[src/rcp_defs.vh]
// Constants for the radio control port: addresses, reset values, bit positions, codes
`ifndef RCP_DEFS_VH
`define RCP_DEFS_VH

// ****************************************************************
// Special-function addresses
// ****************************************************************
`define RCP_ADDR_PIN      8'ha0
`define RCP_ADDR_SHDATA   8'hb2
`define RCP_ADDR_ROUTE    8'hb3

// ****************************************************************
// Reset values
// ****************************************************************
`define RCP_PIN_RESET     8'h80
`define RCP_ROUTE_RESET   2'h0

// ****************************************************************
// Read bit map of the radio pin register
// ****************************************************************
`define RCP_RD_CH2_READY  6
`define RCP_RD_CH2_CLOCK  5
`define RCP_RD_CH2_SOUT   4
`define RCP_RD_CH1_READY  2
`define RCP_RD_CH1_CLOCK  1
`define RCP_RD_CH1_DATA   0

// ****************************************************************
// Write bit map of the radio pin register
// ****************************************************************
`define RCP_WR_POWER_ON   7
`define RCP_WR_ACTIVATE   6
`define RCP_WR_CH2_CLOCK  5
`define RCP_WR_CFG_SELECT 3
`define RCP_WR_CH1_CLOCK  1
`define RCP_WR_DATA_IN    0

// ****************************************************************
// Serial routing codes
// ****************************************************************
`define RCP_ROUTE_OFF     2'h0
`define RCP_ROUTE_PORT1   2'h1
`define RCP_ROUTE_CH1     2'h2
`define RCP_ROUTE_CH2     2'h3

// ****************************************************************
// Shifter timing
// ****************************************************************
`define RCP_SHIFT_BITS    4'h8
`define RCP_SCK_DIV       8

`endif

[src/rcp_fifo.v]
// Receive byte FIFO with valid/ready on both sides
`timescale 1ns/1ps
module rcp_fifo #(
    parameter WIDTH = 8,
    parameter DEPTH = 8,
    parameter AW    = 3
) (
    input  wire             sys_clk,
    input  wire             rst_n,
    input  wire [WIDTH-1:0] in_data,
    input  wire             in_valid,
    output wire             in_ready,
    output wire [WIDTH-1:0] out_data,
    output wire             out_valid,
    input  wire             out_ready
);
    reg [WIDTH-1:0] mem_q [0:DEPTH-1];
    reg [AW-1:0]    wr_ptr_q;
    reg [AW-1:0]    rd_ptr_q;
    reg [AW:0]      count_q;
    wire            push;
    wire            pop;

    // Honest full and empty from the fill count
    assign in_ready  = (count_q != DEPTH[AW:0]);
    assign out_valid = (count_q != {(AW+1){1'b0}});
    assign out_data  = mem_q[rd_ptr_q];
    assign push      = in_valid & in_ready;
    assign pop       = out_valid & out_ready;

    // Storage has no reset; only the pointers and the fill count carry reset state
    always @(posedge sys_clk) begin
        if (push) begin
            mem_q[wr_ptr_q] <= in_data;
        end
    end

    // Pointers wrap at the depth, which need not be a power of two
    always @(posedge sys_clk or negedge rst_n) begin
        if (!rst_n) begin
            wr_ptr_q <= {AW{1'b0}};
            rd_ptr_q <= {AW{1'b0}};
            count_q  <= {(AW+1){1'b0}};
        end else begin
            if (push) begin
                wr_ptr_q <= (wr_ptr_q == DEPTH[AW-1:0] - 1'b1) ? {AW{1'b0}}
                                                              : wr_ptr_q + 1'b1;
            end
            if (pop) begin
                rd_ptr_q <= (rd_ptr_q == DEPTH[AW-1:0] - 1'b1) ? {AW{1'b0}}
                                                              : rd_ptr_q + 1'b1;
            end
            if (push & ~pop) begin
                count_q <= count_q + 1'b1;
            end else if (pop & ~push) begin
                count_q <= count_q - 1'b1;
            end
        end
    end
endmodule

[src/rcp_shifter.v]
// Byte-wide serial shifter: eight clock pulses, msb first
`timescale 1ns/1ps
`include "rcp_defs.vh"
module rcp_shifter (
    input  wire       sys_clk,
    input  wire       rst_n,
    input  wire       tick,
    input  wire       start,
    input  wire [7:0] tx_byte,
    input  wire       sdi,
    output reg        sck_q,
    output reg        sdo_q,
    output wire [7:0] rx_byte,
    output reg        done_q,
    output reg        busy_q
);
    reg [7:0] shift_q;
    reg [3:0] bits_q;

    assign rx_byte = shift_q;

    // Ticks come at half the shift period, so the first rise is half a period
    // after the start; output moves on falls, and input is also taken on falls.
    always @(posedge sys_clk or negedge rst_n) begin
        if (!rst_n) begin
            sck_q   <= 1'b0;
            sdo_q   <= 1'b0;
            shift_q <= 8'h00;
            bits_q  <= 4'h0;
            done_q  <= 1'b0;
            busy_q  <= 1'b0;
        end else begin
            done_q <= 1'b0;
            if (start && !busy_q) begin
                busy_q  <= 1'b1;
                sck_q   <= 1'b0;
                sdo_q   <= tx_byte[7];
                shift_q <= tx_byte;
                bits_q  <= 4'h0;
            end else if (busy_q && tick) begin
                if (!sck_q) begin
                    sck_q  <= 1'b1;
                    bits_q <= bits_q + 4'h1;
                end else begin
                    // Synced input lags the rise, so the bit is taken late in the high phase
                    sck_q   <= 1'b0;
                    shift_q <= {shift_q[6:0], sdi};
                    if (bits_q == `RCP_SHIFT_BITS) begin
                        busy_q <= 1'b0;
                        done_q <= 1'b1;
                    end else begin
                        sdo_q <= shift_q[6];
                    end
                end
            end
        end
    end
endmodule

[src/rcp_radio_port.v]
// Radio control port: pin register, serial routing, shifter and receive FIFO
`timescale 1ns/1ps
`include "rcp_defs.vh"
// Behaviour
// RL1 - Pin register at A0, read/write, resets to 80 hex.
// RL2 - Two-bit routing register at B3, reset zero, selects shifter destination.
// RL3 - Pin port not bidirectional: reads show radio outputs, writes drive inputs.
// RL4 - Read map: 6 ready2, 5 clock2, 4 sout2, 2 ready1, 1 clock1, 0 data.
// RL5 - Write map: 7 power, 6 activate, 5 clock2, 3 config select, 1 clock1, 0 data.
// RL6 - Both data-ready lines also offered to the CPU as interrupt sources.
// RL7 - Routing upper bit clear: radio pins follow register bits directly.
// RL8 - Routing 10: shifter clock on channel 1 clock, data both ways on data.
// RL9 - Routing 11: shifter clock on channel 2 clock, input from channel 2 out.
// RL10 - During reset: config select low, activate low, power-on high.
// RL11 - Control outputs keep defaults until software writes the pin register.
// RL12 - Software picks radio mode from power, activate, config select levels.
// RL13 - Software uses only buffered burst mode, never direct streaming.
// RL14 - Radio buffers slow CPU data and sends it over the air fast.
// RL15 - Three-wire programming rate set by how fast the clock line toggles.
// RL16 - Shifter data write sends 8 pulses msb first, capturing 8 input bits.
// RL17 - Configuration shifted msb first on clock 1 while select high, 18 bytes max.
// RL18 - Transmit: raise activate, clock address and payload, lower activate.
// RL19 - Radio raises ready1 on packet, lowers it after payload clocked out.
// RL20 - Pin register reads return current sampled radio outputs, not a latch.
module rcp_radio_port #(
    parameter SCK_DIV    = `RCP_SCK_DIV,
    parameter FIFO_DEPTH = 8,
    parameter FIFO_AW    = 3
) (
    input  wire       sys_clk,
    input  wire       rst_n,
    input  wire [7:0] sfr_addr,
    input  wire       sfr_wr,
    input  wire       sfr_rd,
    input  wire [7:0] sfr_wdata,
    output reg  [7:0] sfr_rdata,
    output wire       shift_wr_ready,
    output reg        shift_done,
    output wire       shift_busy,
    output wire       rx_byte_valid,
    output reg        radio_power_on,
    output reg        radio_activate,
    output reg        radio_cfg_select,
    output reg        ch1_clock,
    output reg        ch2_clock,
    output reg        radio_data_in,
    input  wire       ch1_data,
    input  wire       ch1_clock_echo,
    input  wire       ch1_data_ready,
    input  wire       ch2_serial_out,
    input  wire       ch2_clock_echo,
    input  wire       ch2_data_ready,
    output wire       ch1_ready_irq,
    output wire       ch2_ready_irq,
    output reg        p1_sck,
    output reg        p1_sdo,
    input  wire       p1_sdi
);
    // ****************************************************************
    // Input synchronisers
    // ****************************************************************
    localparam NSYNC = 7;
    wire [NSYNC-1:0] pin_raw;
    reg  [NSYNC-1:0] sync1_q;
    reg  [NSYNC-1:0] sync2_q;
    reg  [NSYNC-1:0] sync3_q;
    reg  [NSYNC-1:0] pin_q;

    assign pin_raw = {p1_sdi, ch2_data_ready, ch2_clock_echo, ch2_serial_out,
                      ch1_data_ready, ch1_clock_echo, ch1_data};

    // Three stages; a level is taken once stages two and three agree
    always @(posedge sys_clk or negedge rst_n) begin
        if (!rst_n) begin
            sync1_q <= {NSYNC{1'b0}};
            sync2_q <= {NSYNC{1'b0}};
            sync3_q <= {NSYNC{1'b0}};
            pin_q   <= {NSYNC{1'b0}};
        end else begin
            sync1_q <= pin_raw;
            sync2_q <= sync1_q;
            sync3_q <= sync2_q;
            pin_q   <= (sync2_q & sync3_q) | (pin_q & (sync2_q | sync3_q));
        end
    end

    wire s_ch1_data  = pin_q[0];
    wire s_ch1_clock = pin_q[1];
    wire s_ch1_ready = pin_q[2];
    wire s_ch2_sout  = pin_q[3];
    wire s_ch2_clock = pin_q[4];
    wire s_ch2_ready = pin_q[5];
    wire s_p1_sdi    = pin_q[6];

    // Ready lines double as interrupt sources for the CPU
    assign ch1_ready_irq = s_ch1_ready; // RL6
    assign ch2_ready_irq = s_ch2_ready; // RL6

    // ****************************************************************
    // Registers
    // ****************************************************************
    reg  [7:0] pin_wr_q;
    reg  [1:0] route_q;
    wire       wr_pin    = sfr_wr && (sfr_addr == `RCP_ADDR_PIN);
    wire       wr_route  = sfr_wr && (sfr_addr == `RCP_ADDR_ROUTE);
    wire       wr_shdata = sfr_wr && (sfr_addr == `RCP_ADDR_SHDATA);
    wire       rd_shdata = sfr_rd && (sfr_addr == `RCP_ADDR_SHDATA);

    // Write map only; reset value holds until software writes
    always @(posedge sys_clk or negedge rst_n) begin
        if (!rst_n) begin
            pin_wr_q <= `RCP_PIN_RESET; // RL1 RL10
            route_q  <= `RCP_ROUTE_RESET; // RL2
        end else begin
            if (wr_pin) begin
                pin_wr_q <= sfr_wdata; // RL11 RL5
            end
            if (wr_route) begin
                route_q <= sfr_wdata[1:0]; // RL2
            end
        end
    end

    // ****************************************************************
    // Clock divider for the shifter
    // ****************************************************************
    localparam HALF = SCK_DIV / 2;
    reg  [7:0] div_q;
    wire       tick = (div_q == HALF[7:0] - 8'h01);

    // Free-running half-period tick; restarts on each shift start
    always @(posedge sys_clk or negedge rst_n) begin
        if (!rst_n) begin
            div_q <= 8'h00;
        end else if (tick || (wr_shdata && shift_wr_ready)) begin
            div_q <= 8'h00;
        end else begin
            div_q <= div_q + 8'h01;
        end
    end

    // ****************************************************************
    // Shifter and receive FIFO
    // ****************************************************************
    wire       sh_sck;
    wire       sh_sdo;
    wire [7:0] sh_rx;
    wire       sh_done;
    wire       fifo_in_ready;
    wire [7:0] fifo_head;
    reg        sh_sdi;
    wire       routed = (route_q != `RCP_ROUTE_OFF);

    // A shift may only start when routed and the FIFO can take its result,
    // so a full FIFO refuses software writes instead of dropping bytes.
    assign shift_wr_ready = routed && !shift_busy && fifo_in_ready;

    // Serial input source follows the routing
    always @* begin
        case (route_q)
            `RCP_ROUTE_PORT1: sh_sdi = s_p1_sdi;
            `RCP_ROUTE_CH1:   sh_sdi = s_ch1_data; // RL8
            `RCP_ROUTE_CH2:   sh_sdi = s_ch2_sout; // RL9
            default:          sh_sdi = 1'b0;
        endcase
    end

    rcp_shifter u_shifter (
        .sys_clk (sys_clk),
        .rst_n   (rst_n),
        .tick    (tick),
        .start   (wr_shdata && shift_wr_ready), // RL16
        .tx_byte (sfr_wdata),
        .sdi     (sh_sdi),
        .sck_q   (sh_sck),
        .sdo_q   (sh_sdo),
        .rx_byte (sh_rx),
        .done_q  (sh_done),
        .busy_q  (shift_busy)
    );

    rcp_fifo #(
        .WIDTH (8),
        .DEPTH (FIFO_DEPTH),
        .AW    (FIFO_AW)
    ) u_fifo (
        .sys_clk   (sys_clk),
        .rst_n     (rst_n),
        .in_data   (sh_rx),
        .in_valid  (sh_done),
        .in_ready  (fifo_in_ready),
        .out_data  (fifo_head),
        .out_valid (rx_byte_valid),
        .out_ready (rd_shdata) // RL14
    );

    // ****************************************************************
    // Read path
    // ****************************************************************
    reg [7:0] pin_rd;

    // Separate read map of live radio outputs, unused bits zero
    always @* begin
        pin_rd                    = 8'h00; // RL3 RL4
        pin_rd[`RCP_RD_CH2_READY] = s_ch2_ready;
        pin_rd[`RCP_RD_CH2_CLOCK] = s_ch2_clock;
        pin_rd[`RCP_RD_CH2_SOUT]  = s_ch2_sout;
        pin_rd[`RCP_RD_CH1_READY] = s_ch1_ready; // RL19
        pin_rd[`RCP_RD_CH1_CLOCK] = s_ch1_clock;
        pin_rd[`RCP_RD_CH1_DATA]  = s_ch1_data; // RL20
    end

    // Read data registered one cycle after the strobe; unmapped reads zero
    always @(posedge sys_clk or negedge rst_n) begin
        if (!rst_n) begin
            sfr_rdata  <= 8'h00;
            shift_done <= 1'b0;
        end else begin
            shift_done <= sh_done;
            if (sfr_rd) begin
                case (sfr_addr)
                    `RCP_ADDR_PIN:    sfr_rdata <= pin_rd; // RL20
                    `RCP_ADDR_ROUTE:  sfr_rdata <= {6'h00, route_q};
                    `RCP_ADDR_SHDATA: sfr_rdata <= rx_byte_valid ? fifo_head : 8'h00;
                    default:          sfr_rdata <= 8'h00;
                endcase
            end
        end
    end

    // ****************************************************************
    // Pin drive
    // ****************************************************************
    reg ch1_clock_d;
    reg ch2_clock_d;
    reg data_in_d;
    reg p1_sck_d;
    reg p1_sdo_d;

    // Direct register drive unless the routing hands a line to the shifter;
    // the select lines always stay with the register bits.
    always @* begin
        ch1_clock_d = pin_wr_q[`RCP_WR_CH1_CLOCK]; // RL7 RL15 RL17
        ch2_clock_d = pin_wr_q[`RCP_WR_CH2_CLOCK]; // RL7
        data_in_d   = pin_wr_q[`RCP_WR_DATA_IN]; // RL7
        p1_sck_d    = 1'b0;
        p1_sdo_d    = 1'b0;
        case (route_q)
            `RCP_ROUTE_PORT1: begin
                p1_sck_d = sh_sck;
                p1_sdo_d = sh_sdo;
            end
            `RCP_ROUTE_CH1: begin
                ch1_clock_d = sh_sck; // RL8
                data_in_d   = sh_sdo; // RL8
            end
            `RCP_ROUTE_CH2: begin
                ch2_clock_d = sh_sck; // RL9
            end
            default: ;
        endcase
    end

    // Outputs from flip-flops, reset to the safe radio levels
    always @(posedge sys_clk or negedge rst_n) begin
        if (!rst_n) begin
            radio_power_on   <= 1'b1; // RL10
            radio_activate   <= 1'b0; // RL10
            radio_cfg_select <= 1'b0; // RL10
            ch1_clock        <= 1'b0;
            ch2_clock        <= 1'b0;
            radio_data_in    <= 1'b0;
            p1_sck           <= 1'b0;
            p1_sdo           <= 1'b0;
        end else begin
            radio_power_on   <= pin_wr_q[`RCP_WR_POWER_ON]; // RL11
            radio_activate   <= pin_wr_q[`RCP_WR_ACTIVATE]; // RL8 RL9
            radio_cfg_select <= pin_wr_q[`RCP_WR_CFG_SELECT]; // RL8
            ch1_clock        <= ch1_clock_d;
            ch2_clock        <= ch2_clock_d;
            radio_data_in    <= data_in_d;
            p1_sck           <= p1_sck_d;
            p1_sdo           <= p1_sdo_d;
        end
    end
endmodule

[config.mk]
export PLATFORM = sky130hd
export DESIGN_NAME = rcp_radio_port
export DESIGN_NICKNAME = d
export VERILOG_FILES = /design/src/rcp_fifo.v /design/src/rcp_shifter.v /design/src/rcp_radio_port.v
export VERILOG_INCLUDE_DIRS = /design/src
export SDC_FILE = /design/constraint.sdc
export NUM_CORES = 1
export LEC_CHECK = 0
export BUFFER_PORTS_ARGS = -buffer_cell sky130_fd_sc_hd__buf_2
export CORE_MARGIN = 3
export CORE_UTILIZATION = 53
export CTS_CLUSTER_SIZE = 8
export DETAILED_ROUTE_END_ITERATION = 8
export PLACE_DENSITY = 0.82
export SYNTH_ARGS = -nofsm -noshare
export SYNTH_HDL_FRONTEND = slang
export SYNTH_SLANG_ARGS = --single-unit
[constraint.sdc]
create_clock -name sys_clk -period 2.34 [get_ports sys_clk]
set_input_delay 0.234 -clock sys_clk [delete_from_list [all_inputs] [get_ports sys_clk]]
set_output_delay 0.234 -clock sys_clk [all_outputs]
set_load 0.05 [all_outputs]
==> reports/summary.log, run 1 <==
INFO  logic_synthesis mappedNetlistArea=6040µm²
INFO  timing         final_clock_period_utilization_by_the_worst_path=101%
INFO  logic_synthesis postSynthRegisterBits=151
INFO  clock_network  cts-root-to-sink-buffers=2
INFO  logic_synthesis yosys_most_used_dff=dfrtp_1
INFO  power_and_ir_drop static-leakage-power=3.00nW
INFO  worst_setup_path worstRegToRegCells=10
INFO  worst_setup_path startpoint_type=flop
INFO  clock_network  cts.root.buffer_cell=clkbuf_16
INFO  logic_synthesis yosysWarningCount=0
INFO  timing         finalWorstSetupSlack=-28.5ps
INFO  worst_setup_path worst-path-stages=10
INFO  timing         final_hold_viol_count=0
INFO  timing         final_max_slew_viol_count=0
INFO  clock_network  clock_sinks=151
INFO  placed_design  gp_congestion=0.851
INFO  logic_synthesis postSynthCellCount=375
INFO  route          drt.antenna.violating_nets=0
INFO  global_routing global_route_congestion_overflow_total=0
INFO  finish         layout.core_utilization=66.7%
INFO  min_path       whs_path_depth=2
INFO  floorplan      std_cell_rows=38
INFO  logic_synthesis postSynthAreaPerCell=16.1µm²
INFO  timing         least_margin_pin_slew=745ps
INFO  clock_network  clkLatencyLatePin=420ps
INFO  worst_setup_path critical_path_origin=u_fifo.count_q[0]$_DFFE_PN0P_
INFO  route          detailroute.via_count=3496
INFO  logic_synthesis post_synth_most_frequent_cells=dfrtp_1 (85), edfxtp_1 (64), mux2_2 (23)
INFO  placed_design  hpwlAfterDp=8020µm
INFO  global_routing number_of_antenna_violations_at_the_first_check_in_global_routing=0
INFO  global_routing grt_pass1_vias=3803
INFO  route          dr.first_iter.drc_count=163
INFO  worst_setup_path worstPathBufferInverterCount=2
INFO  floorplan      initial_utilization=55.0%
INFO  logic_synthesis synth_top_area_share=35.2%
INFO  power_and_ir_drop vdd_drop_max=635µV
INFO  worst_setup_path cpMaxStageDelayCell=or4b_4
INFO  clock_network  htreeDepth=4
INFO  power_and_ir_drop pwr_per_cell_area=765nW/µm²
INFO  clock_network  cts_clk_pin_slew_worst_paths=60ps
INFO  floorplan      die_h=113µm
INFO  timing         fin_worst_hold_slack=57.5ps
INFO  worst_setup_path crit_path_max_fanout=3
INFO  worst_setup_path criticalPathCategory=flop to flop
INFO  outcome        outcome=finished with violations
INFO  route          drc=0
INFO  finish         net_count_reported_at_finish=504
INFO  timing         final.min_clock_period=2370ps
INFO  worst_setup_path critical_path.cell_chain=or4b_4 > nand2_4 > inv_4 > ha_4 > inv_4 > ha_4 > a21o_1 > a21oi_2 > mux2i_1 > xnor2_1
INFO  logic_synthesis yosysMostFrequentCell=dfrtp_1
INFO  outcome        violations=negative setup slack
INFO  finish         layout-area-overhead-vs-synth=21.3%
INFO  timing         setup_viol=1
INFO  global_routing grt_max_degree=51
INFO  worst_setup_path data_arrival_critical_path=2710ps
INFO  clock_network  cts-buffers-inserted=17
INFO  route          wl_per_cell=20.2µm
INFO  global_routing track_usage=20.9%
INFO  logic_synthesis synthDominantAreaCellType=dfrtp_1
INFO  floorplan      io-pin-count=49
INFO  timing         unrepaired_setup_endpoints_after_global_routing=yes
INFO  floorplan      die_area=12700µm²
INFO  worst_setup_path critPathMaxStageDelay=580ps
INFO  logic_synthesis netlist-cell-type-count=44
INFO  global_routing wire_length_of_the_first_global_routing_pass=20000µm
INFO  worst_setup_path critPathCaptureType=flop
INFO  placed_design  port-buffer-count=48
INFO  route          drt-pass1-iter-count=4
INFO  timing         maxClockFrequency=422MHz
INFO  worst_setup_path worst_ep_required_time=2680ps
INFO  logic_synthesis synth_sequential_area_ratio=67.9%
INFO  logic_synthesis synth-async-reset-ratio=57.6%
INFO  min_path       timing.hold.worst.class=primary input to flop
INFO  logic_synthesis synth_edf_count=64
INFO  floorplan      core-area=11000µm²
INFO  worst_setup_path worstReg2RegStart=u_fifo.count_q[0]$_DFFE_PN0P_
INFO  worst_setup_path crit_family=simple AND/OR/NAND/NOR gates
INFO  floorplan      die_w=113µm
INFO  clock_network  tritoncts=built
INFO  logic_synthesis netlist_top_cells_area=dfrtp_1 (35%), edfxtp_1 (32%), mux4_2 (6.0%)
INFO  min_path       worstHoldStart=sfr_wdata[4]
INFO  run            drv.max_cap_violation_count=0
INFO  finish         antennaDiodeCount=0
INFO  logic_synthesis syn-num-nets=413
INFO  route          drt-total-wl=12500µm
INFO  timing         timing.clock.skew=7.78ps
INFO  route          route.detailed.vias_per_inst=5.65
INFO  finish         layout-drive-gt1-share=34.4%
INFO  timing         timing.max_slew.rel_slack=50.3%
-- sequential cells by signal, summed over array words and instances, names as in the netlist, 2 cells and up --
| name | count |
|---|---|
| u_fifo.wr_ptr_q | 3 |
| u_shifter.bits_q | 4 |
| sync1_q | 7 |
| u_shifter.rx_byte | 8 |
| route_q | 2 |
| div_q | 8 |
| sync2_q | 7 |
| u_fifo.mem_q | 64 |
| pin_wr_q | 6 |
| sfr_rdata | 8 |
| u_fifo.count_q | 4 |
| sync3_q | 7 |
| pin_q | 7 |
| u_fifo.rd_ptr_q | 3 |
-- cell usage in the layout (no fill, tap or decap), drive strengths merged, types with 2 or more instances in the layout --
cell         count
a21o             2
a21oi           11
a22o             2
a22oi            2
and3             5
and3b            3
and4             3
buf             76
bufinv           2
clkbuf          18
clkinv           7
clkinvlp         4
dfrtp           85
dfstp            2
dlygate4sd3      8
edfxtp          64
ha              10
inv             11
maj3             7
mux2            29
mux2i           12
mux4            16
nand2           13
nand2b           4
nand3            9
nand3b           2
nand4            2
nand4b           2
nor2            18
nor2b            5
nor3             9
nor4             2
nor4b            3
o21ai           10
o22ai            3
xnor2            4
xor2             7
-- metrics by stage --
step           total power, mW  TNS [ps]  instances  setup WS, ps  instance area [µm²]
4_1_cts                   5.64         0        617          12.5                 7280
6_report                  5.61     -28.5        619         -28.5                 7330
3_5_place_dp              3.05     -59.3        574         -59.3                 6610
2_1_floorplan             2.95         0        375        0.0835                 6070
3_3_place_gp              3.04         0        574          51.2                 6610
5_1_grt                   5.77      -105        619          -103                 7330
-- layout make-up --
type                       instances  area [µm²]
clock inverter                    14         134
multi-input combinational        202        1900
sequential                       151        4100
fill                             696        3650
inverter                          10        42.5
timing repair buffer              84         546
tap                              140         175
clock buffer                      18         429
-- cell families (layout without fill, tap and decap cells) --
family          after synthesis  in the layout  share of synthesized area [%]
fa+ha+maj                    18             18                           3.56
mux                          57             57                           13.7
simple gates                 83             83                           8.37
compound gates               33             33                           3.27
xor+xnor                     11             11                           1.59
buf+inv                      22            126                           1.57
flops                       151            151                           67.9
-- metal layers --
metal  track usage (%)  vias to the layer above  part of all wire, %
met2              35.4                       95                   53
li1                  -                     1583                    -
met5                 0                        -                    0
met3              5.94                       33                  3.9
met1              25.1                     1785                   40
met4              9.46                        0                  2.7
-- worst paths after layout --
kind,end,slack (ps)
max in group asynchronous,u_fifo.wr_ptr_q[0]$_DFFE_PN0P_,1390
setup / recovery,u_fifo.count_q[3]$_DFFE_PN0P_,-30
hold / removal,u_shifter.rx_byte[4]$_DFFE_PN0P_,60
setup reg to reg,u_fifo.count_q[3]$_DFFE_PN0P_,-30
min in group asynchronous,div_q[5]$_DFF_PN0_,320
hold reg to reg,sync2_q[0]$_DFF_PN0_,350
-- worst reg2reg max path, delay by kind of cell (launching register included) --
family | cells | cell delay (ps)
mux | 1 | 250
buf+inv | 2 | 110
simple gates | 2 | 680
flops | 1 | 430
compound gates | 2 | 320
fa+ha+maj | 2 | 350
xor+xnor | 1 | 140
-- power breakdown --
| part | leakage [nW] | internal, mW | total (mW) | switching, mW |
|---|---|---|---|---|
| Combinational | 1.14 | 0.0659 | 0.186 | 0.120 |
| Clock | 0.265 | 1.55 | 2.60 | 1.04 |
| Sequential | 1.59 | 2.80 | 2.83 | 0.0317 |
-- what timing repair did --
item                       4_1_cts  5_1_grt
buffers inserted                 3        2
hold buffers                     8        0
setup endpoints to repair        1        1
pin swaps                        2        6
resized for setup                0        6
hold endpoints to repair        42        0
No activity file was read; power rests on OpenSTA's default activity.
==> run 2: changes to the inputs <==
--- a/config.mk
+++ b/config.mk
@@ -6,12 +6,15 @@
 export SDC_FILE = /design/constraint.sdc
 export NUM_CORES = 1
 export LEC_CHECK = 0
+export ABC_AREA = 1
 export BUFFER_PORTS_ARGS = -buffer_cell sky130_fd_sc_hd__buf_2
+export CELL_PAD_IN_SITES_DETAIL_PLACEMENT = 1
+export CELL_PAD_IN_SITES_GLOBAL_PLACEMENT = 1
 export CORE_MARGIN = 3
-export CORE_UTILIZATION = 53
+export CORE_UTILIZATION = 42
 export CTS_CLUSTER_SIZE = 8
 export DETAILED_ROUTE_END_ITERATION = 8
-export PLACE_DENSITY = 0.82
+export PLACE_DENSITY_LB_ADDON = 0.1
 export SYNTH_ARGS = -nofsm -noshare
 export SYNTH_HDL_FRONTEND = slang
 export SYNTH_SLANG_ARGS = --single-unit
==> run 2 against run 1 <==
Clock skew fell by 0.53 ps. The run now ends clean. Sequential share of layout area down 2.2 points. Final cell count up 46%. Via count is 28% higher. First-iteration DRC count increased by 16%. Total power rose by 5.6%.
==> reports/summary.log, run 2 <==
INFO  route          drc=0
INFO  global_routing grt_pass1_vias=4897
INFO  timing         maxClockFrequency=465MHz
INFO  logic_synthesis postSynthCellCount=626
INFO  timing         final_max_slew_viol_count=0
INFO  placed_design  dp_cells=861
INFO  route          dr.first_iter.drc_count=189
INFO  route          detailroute.via_count=4488
INFO  worst_setup_path worst_ep_required_time=2650ps
INFO  finish         antennaDiodeCount=0
INFO  floorplan      core-area=14700µm²
INFO  finish         layout.cells.non_filler=903
INFO  floorplan      std_cell_rows=44
INFO  logic_synthesis yosys_most_used_dff=dfrtp_1
INFO  placed_design  gp_congestion=0.774
INFO  logic_synthesis netlist_top_cells_area=dfrtp_1 (33%), edfxtp_1 (30%), nand2_1 (9.3%)
INFO  worst_setup_path worstReg2RegStart=u_fifo.count_q[0]$_DFFE_PN0P_
INFO  logic_synthesis synth-async-reset-ratio=57.6%
INFO  placed_design  port-buffer-count=48
INFO  finish         largest_register_ffs=64
INFO  worst_setup_path worstRegToRegCells=13
INFO  logic_synthesis yosysMostFrequentCell=nand2_1
INFO  finish         mostFrequentLayoutCells=nand2_1 (157), dfrtp_1 (83), nor2_1 (77), edfxtp_1 (64), inv_1 (57)
INFO  power_and_ir_drop vdd_drop_max=528µV
INFO  finish         finalInstanceArea=7630µm²
INFO  logic_synthesis syn-num-nets=664
INFO  outcome        outcome=finished, final reports clean
INFO  route          wl_per_cell=17.0µm
INFO  logic_synthesis postSynthAreaPerCell=10.2µm²
INFO  worst_setup_path critPathCaptureType=flop
INFO  global_routing global_route_congestion_overflow_total=0
INFO  global_routing grt_max_degree=47
INFO  logic_synthesis synthDominantAreaCellType=dfrtp_1
INFO  clock_network  clock_sinks=151
INFO  worst_setup_path critical_path.cell_chain=nor2_4 > nand2_1 > nand2_1 > inv_1 > ha_1 > inv_2 > ha_4 > a21oi_1 > nand2_1 > a21oi_2 > o21ai_0 > nand2_1 > nand2_1
INFO  logic_synthesis mappedNetlistArea=6390µm²
INFO  worst_setup_path most_frequent_cell_on_the_critical_path=nand2_1
INFO  clock_network  tritoncts=built
INFO  finish         top_register=u_fifo.mem_q
INFO  clock_network  clkLatencyLatePin=420ps
INFO  logic_synthesis synth_edf_count=64
INFO  min_path       worstHoldStart=sfr_wdata[0]
INFO  clock_network  cts_clk_pin_slew_worst_paths=60ps
INFO  logic_synthesis post_synth_most_frequent_cells=nand2_1 (158), dfrtp_1 (85), nor2_1 (78)
INFO  timing         final.min_clock_period=2150ps
INFO  finish         fillers=1654
INFO  global_routing number_of_antenna_violations_at_the_first_check_in_global_routing=0
INFO  clock_network  cts.root.buffer_cell=clkbuf_16
INFO  min_path       timing.hold.worst.class=primary input to flop
INFO  run            drv.max_cap_violation_count=0
INFO  clock_network  cts-buffers-inserted=17
INFO  finish         mostFrequentLayoutCell=nand2_1
INFO  route          drt-pass1-iter-count=4
INFO  worst_setup_path worstPathBufferInverterCount=2
INFO  timing         setup_viol=0
INFO  logic_synthesis postSynthRegisterBits=151
INFO  global_routing track_usage=19.6%
INFO  worst_setup_path critical_path_origin=u_fifo.count_q[0]$_DFFE_PN0P_
INFO  route          route.detailed.vias_per_inst=4.97
INFO  placed_design  hpwlAfterDp=10800µm
INFO  route          drt-total-wl=15300µm
INFO  timing         timing.max_slew.rel_slack=60.3%
INFO  timing         final_clock_period_utilization_by_the_worst_path=92.0%
INFO  worst_setup_path critPathMaxStageDelay=440ps
INFO  finish         layout-drive-gt1-share=19.3%
INFO  worst_setup_path criticalPathCategory=flop to flop
INFO  timing         timing.clock.skew=7.25ps
INFO  floorplan      die_w=129µm
INFO  clock_network  cts-root-to-sink-buffers=2
INFO  floorplan      die_h=129µm
INFO  min_path       whs_path_depth=3
INFO  logic_synthesis synth_sequential_area_ratio=64.2%
INFO  worst_setup_path data_arrival_critical_path=2460ps
INFO  worst_setup_path crit_family=simple AND/OR/NAND/NOR gates
INFO  placed_design  placement.cell_area=6920µm²
INFO  min_path       worstHoldEndpoint=route_q[0]$_DFFE_PN0P_
INFO  route          drt.antenna.violating_nets=0
INFO  logic_synthesis synth_top_area_share=33.3%
INFO  worst_setup_path startpoint_type=flop
INFO  timing         fin_worst_hold_slack=64.3ps
INFO  timing         least_margin_pin_slew=596ps
INFO  finish         layout.core_utilization=51.9%
INFO  power_and_ir_drop post-layout-total-power=5.93mW
INFO  worst_setup_path crit_path_max_fanout=6
INFO  clock_network  htreeDepth=4
INFO  logic_synthesis yosysWarningCount=0
INFO  worst_setup_path r2r_setup_slack=190ps
INFO  floorplan      io-pin-count=49
INFO  placed_design  placement.setup.worst_slack=-26.8ps
INFO  finish         net_count_reported_at_finish=744
INFO  timing         final_hold_viol_count=0
INFO  finish         layout-area-overhead-vs-synth=19.5%
INFO  logic_synthesis netlist-cell-type-count=34
INFO  power_and_ir_drop pwr_per_cell_area=776nW/µm²
INFO  timing         setup_tns=0ps
INFO  power_and_ir_drop static-leakage-power=3.48nW
INFO  global_routing wire_length_of_the_first_global_routing_pass=24800µm
INFO  timing         finalWorstSetupSlack=188ps
INFO  floorplan      die_area=16700µm²
INFO  worst_setup_path cpMaxStageDelayCell=dfrtp_2
INFO  floorplan      initial_utilization=43.5%
INFO  worst_setup_path r2r-end=u_fifo.count_q[3]$_DFFE_PN0P_
==> run 2: changes by cell type after synthesis, moves of 18 or more <==
cell,change
mux2_2,-22
nand2_1,+145
inv_1,+48
nand3_1,+47
nor2_1,+60
o21ai_0,+18
==> run 2: worst max path at each step <==
stage	to	slack, ps	cells after the start
floorplan	u_fifo.count_q[3]$_DFFE_PN0P_	50	14
global placement	u_fifo.count_q[3]$_DFFE_PN0P_	120	16
detailed placement	u_fifo.count_q[3]$_DFFE_PN0P_	-30	13
CTS	u_fifo.count_q[3]$_DFFE_PN0P_	60	13
global route	u_fifo.count_q[3]$_DFFE_PN0P_	-20	14
finish	u_fifo.count_q[3]$_DFFE_PN0P_	190	13
==> run 2: logic make-up after synthesis <==
logic type                 count (synthesis)  synth area share [%]
AOI/OAI and AO/OA                         53                  4.64
muxes                                      1                 0.176
and+or+nand+nor                          319                  21.6
adders and majority gates                 18                  3.37
xor gates and xnor gates                   6                 0.823
buffers and inverters                     78                  5.17
DFF                                      151                  64.2
==> run 2: final cells by class <==
type / count / area, µm² / area share [%]
multi-input cells: 397 / 1980 / 26.0
clock inverters: 9 / 83.8 / 1.10
repair buffers: 76 / 485 / 6.36
inverters: 63 / 236 / 3.10
well taps: 184 / 230 / 3.02
clock buffers: 23 / 510 / 6.69
flip-flops and latches: 151 / 4100 / 53.8
==> run 2: power breakdown <==
| group | internal [mW] | switching (mW) | total (mW) | leakage [nW] |
|---|---|---|---|---|
| combinational | 0.0935 | 0.198 | 0.291 | 1.56 |
| sequential | 2.85 | 0.0753 | 2.93 | 1.63 |
| clock | 1.65 | 1.06 | 2.71 | 0.295 |
| total | 4.60 | 1.33 | 5.93 | 3.48 |
==> run 2: routing by layer <==
metal  track usage [%]  vias up  wire (µm)
met5                 0        -          0
met4              5.74        0        263
met3              4.82       19        531
met2              33.9       70       7850
met1              24.5     2211       6660
li1                  -     2188          -
==> run 2: tightest hold or removal path: stages <==
cell and delay [ps]:
buf_2 100, nand2_1 50, o21ai_0 60
==> run 2: timing repair <==
item,CTS,global route
endpoints found under the hold margin,50,0
resized for setup,2,5
hold buffers,8,0
setup buffers,0,2
endpoints found under the setup margin,1,1
pin swaps,0,1
==> run 3: changes to the inputs <==
--- a/config.mk
+++ b/config.mk
@@ -15,6 +15,7 @@
 export CTS_CLUSTER_SIZE = 8
 export DETAILED_ROUTE_END_ITERATION = 8
 export PLACE_DENSITY_LB_ADDON = 0.1
+export SETUP_SLACK_MARGIN = 0.4
 export SYNTH_ARGS = -nofsm -noshare
 export SYNTH_HDL_FRONTEND = slang
 export SYNTH_SLANG_ARGS = --single-unit
==> run 3 against run 2 <==
Die area unchanged. Worst setup slack improved by 100 ps. Sequential power about the same. Fmax rose by 5.1%. Utilization rose by 0.84 points. Flip-flop and latch count unchanged. Critical path depth unchanged. Via count is 2.5% higher. Final cell count is 0.55% higher. Clock power about the same. Critical endpoint unchanged. Highest routed layer unchanged.
==> reports/summary.log, run 3 (same netlist as run 2, synthesis figures left out) <==
INFO  outcome        outcome=finished, final reports clean
INFO  worst_setup_path critPathCapture=u_fifo.count_q[3]$_DFFE_PN0P_
INFO  worst_setup_path worst_ep_required_time=2630ps
INFO  placed_design  gp_congestion=0.782
INFO  floorplan      die_area=16700µm²
INFO  worst_setup_path data_arrival_critical_path=2340ps
INFO  finish         register_area=4110µm²
INFO  timing         least_margin_pin_slew=614ps
INFO  floorplan      io-pin-count=49
INFO  global_routing number_of_antenna_violations_at_the_first_check_in_global_routing=0
INFO  finish         antennaDiodeCount=0
INFO  floorplan      die_w=129µm
INFO  placed_design  port-buffer-count=48
INFO  finish         area_of_the_multi_input_gates=2060µm²
INFO  power_and_ir_drop static-leakage-power=3.52nW
INFO  clock_network  cts_clk_pin_slew_worst_paths=60ps
INFO  worst_setup_path most_frequent_cell_on_the_critical_path=nand2_2
INFO  route          drt-pass1-iter-count=6
INFO  finish         mostFrequentLayoutCell=nand2_1
INFO  route          drt-total-wl=15900µm
INFO  finish         fillers=1645
INFO  placed_design  hpwlAfterDp=11100µm
INFO  clock_network  tritoncts=built
INFO  timing         timing.max_slew.rel_slack=59.1%
INFO  worst_setup_path crit_path_max_fanout=6
INFO  worst_setup_path worstReg2RegStart=u_fifo.count_q[2]$_DFFE_PN0P_
INFO  route          wl_per_cell=17.5µm
INFO  worst_setup_path startpoint_type=flop
INFO  global_routing grt_max_degree=48
INFO  global_routing track_usage=20.4%
INFO  finish         net_count_reported_at_finish=749
INFO  worst_setup_path r2r-end=u_fifo.count_q[3]$_DFFE_PN0P_
INFO  route          drt.antenna.violating_nets=0
INFO  route          dr.first_iter.drc_count=295
INFO  timing         unrepaired_setup_endpoints_after_global_routing=yes
INFO  route          route.detailed.vias_per_inst=5.07
INFO  clock_network  cts-root-to-sink-buffers=2
INFO  floorplan      die_h=129µm
INFO  clock_network  cts.root.buffer_cell=clkbuf_16
INFO  finish         mostFrequentLayoutCells=nand2_1 (152), dfrtp_1 (81), nor2_1 (74), edfxtp_1 (64), inv_1 (56)
INFO  placed_design  placement.cell_area=6940µm²
INFO  min_path       timing.hold.worst.class=primary input to flop
INFO  clock_network  cts-buffers-inserted=17
INFO  route          drc=0
INFO  finish         layout-area-overhead-vs-synth=21.4%
INFO  timing         setup_tns=0ps
INFO  worst_setup_path worstRegToRegCells=13
INFO  finish         layout-drive-gt1-share=22.2%
INFO  clock_network  htreeDepth=4
INFO  timing         setup_viol=0
INFO  clock_network  clkLatencyLatePin=410ps
INFO  clock_network  clock_sinks=151
INFO  power_and_ir_drop pwr_per_cell_area=765nW/µm²
INFO  worst_setup_path r2r_setup_slack=290ps
INFO  worst_setup_path critical_path.cell_chain=nor2_2 > nand2_2 > nand2_2 > inv_4 > ha_4 > inv_6 > ha_4 > a21oi_2 > nand2_2 > a21oi_2 > o21ai_1 > nand2_1 > nand2_1
INFO  floorplan      std_cell_rows=44
INFO  global_routing wire_length_of_the_first_global_routing_pass=25900µm
INFO  floorplan      core-area=14700µm²
INFO  worst_setup_path critical_path_origin=u_fifo.count_q[2]$_DFFE_PN0P_
INFO  timing         maxClockFrequency=489MHz
INFO  route          detailroute.via_count=4601
INFO  worst_setup_path criticalPathCategory=flop to flop
INFO  timing         final_max_slew_viol_count=0
INFO  timing         final_clock_period_utilization_by_the_worst_path=87.5%
INFO  global_routing grt_pass1_vias=4861
INFO  finish         largest_register_ffs=64
INFO  finish         top_register=u_fifo.mem_q
INFO  floorplan      initial_utilization=43.5%
INFO  finish         finalInstanceArea=7760µm²
INFO  run            drv.max_cap_violation_count=0
INFO  power_and_ir_drop vdd_drop_max=630µV
INFO  timing         timing.clock.skew=8.34ps
INFO  worst_setup_path critPathMaxStageDelay=440ps
INFO  global_routing global_route_congestion_overflow_total=0
INFO  worst_setup_path cpMaxStageDelayCell=dfrtp_2
INFO  worst_setup_path critPathCaptureType=flop
INFO  timing         final_hold_viol_count=0
INFO  timing         final.min_clock_period=2050ps
## run 3: changes by cell type in the layout (fill, tap and decap cells not counted), sizes merged
cell,change
buf,+5
clkbuf,-1
clkinv,+3
inv,-2
## run 3: cell type report
| type | count | share of cell area [%] |
|---|---|---|
| sequential | 151 | 52.9 |
| timing repair buffer | 81 | 6.74 |
| tap | 184 | 2.97 |
| clock buffer | 22 | 6.53 |
| multi-input combinational | 397 | 26.5 |
| clock inverter | 10 | 1.13 |
| inverter | 63 | 3.15 |
## run 3: how the worst min path moves through the flow
stage	from	cells after the start	slack, ps	end
global route	sfr_wdata[7]	3	70	pin_wr_q[7]$_DFFE_PN1P_
global placement	rst_n	1	270	sync2_q[4]$_DFF_PN0_
detailed placement	rst_n	1	280	sync2_q[4]$_DFF_PN0_
floorplan	rst_n	0	-60	ch1_clock$_DFF_PN0_
CTS	sfr_wdata[7]	3	70	pin_wr_q[7]$_DFFE_PN1P_
finish	sfr_wdata[7]	3	70	pin_wr_q[7]$_DFFE_PN1P_
## run 3: timing repair
item / in CTS / in global routing
buffers inserted: 4 / 6
hold endpoints to repair: 51 / 0
hold buffers: 8 / 0
pin swaps: 7 / 8
resized for setup: 17 / 4
setup endpoints to repair: 3 / 3
## run 3: metal layers
| metal | share of wire, % | track usage, % |
|---|---|---|
| met5 | 0 | 0 |
| met4 | 1.5 | 6.42 |
| met3 | 3.2 | 4.86 |
| met2 | 51 | 33.8 |
| met1 | 44 | 26.6 |
## run 3: stage by stage
step           utilization [%]  instances  hold WS (ps)  worst slack, ps  power, mW
3_5_place_dp              47.2        858           284              118       3.28
3_3_place_gp              47.2        858           272              242       3.26
6_report                  52.8        908          74.2              293       5.94
4_1_cts                   52.4        902          66.8              391       5.99
2_1_floorplan                -        626         -61.6              302       3.12
5_1_grt                   52.8        908          74.5              179       6.16
## run 3: worst max-delay path: cells and delay by family (launching register included)
family	cells	cell delay (ps)
compound gates	3	420
buf+inv	2	130
flops	1	440
fa+ha+maj	2	380
simple gates	6	550
## run 3: report_power, final
group	switching (mW)	internal (mW)	total, mW
registers	0.0857	2.85	2.94
logic	0.202	0.0942	0.296
clock network	1.06	1.65	2.70
total	1.34	4.59	5.93
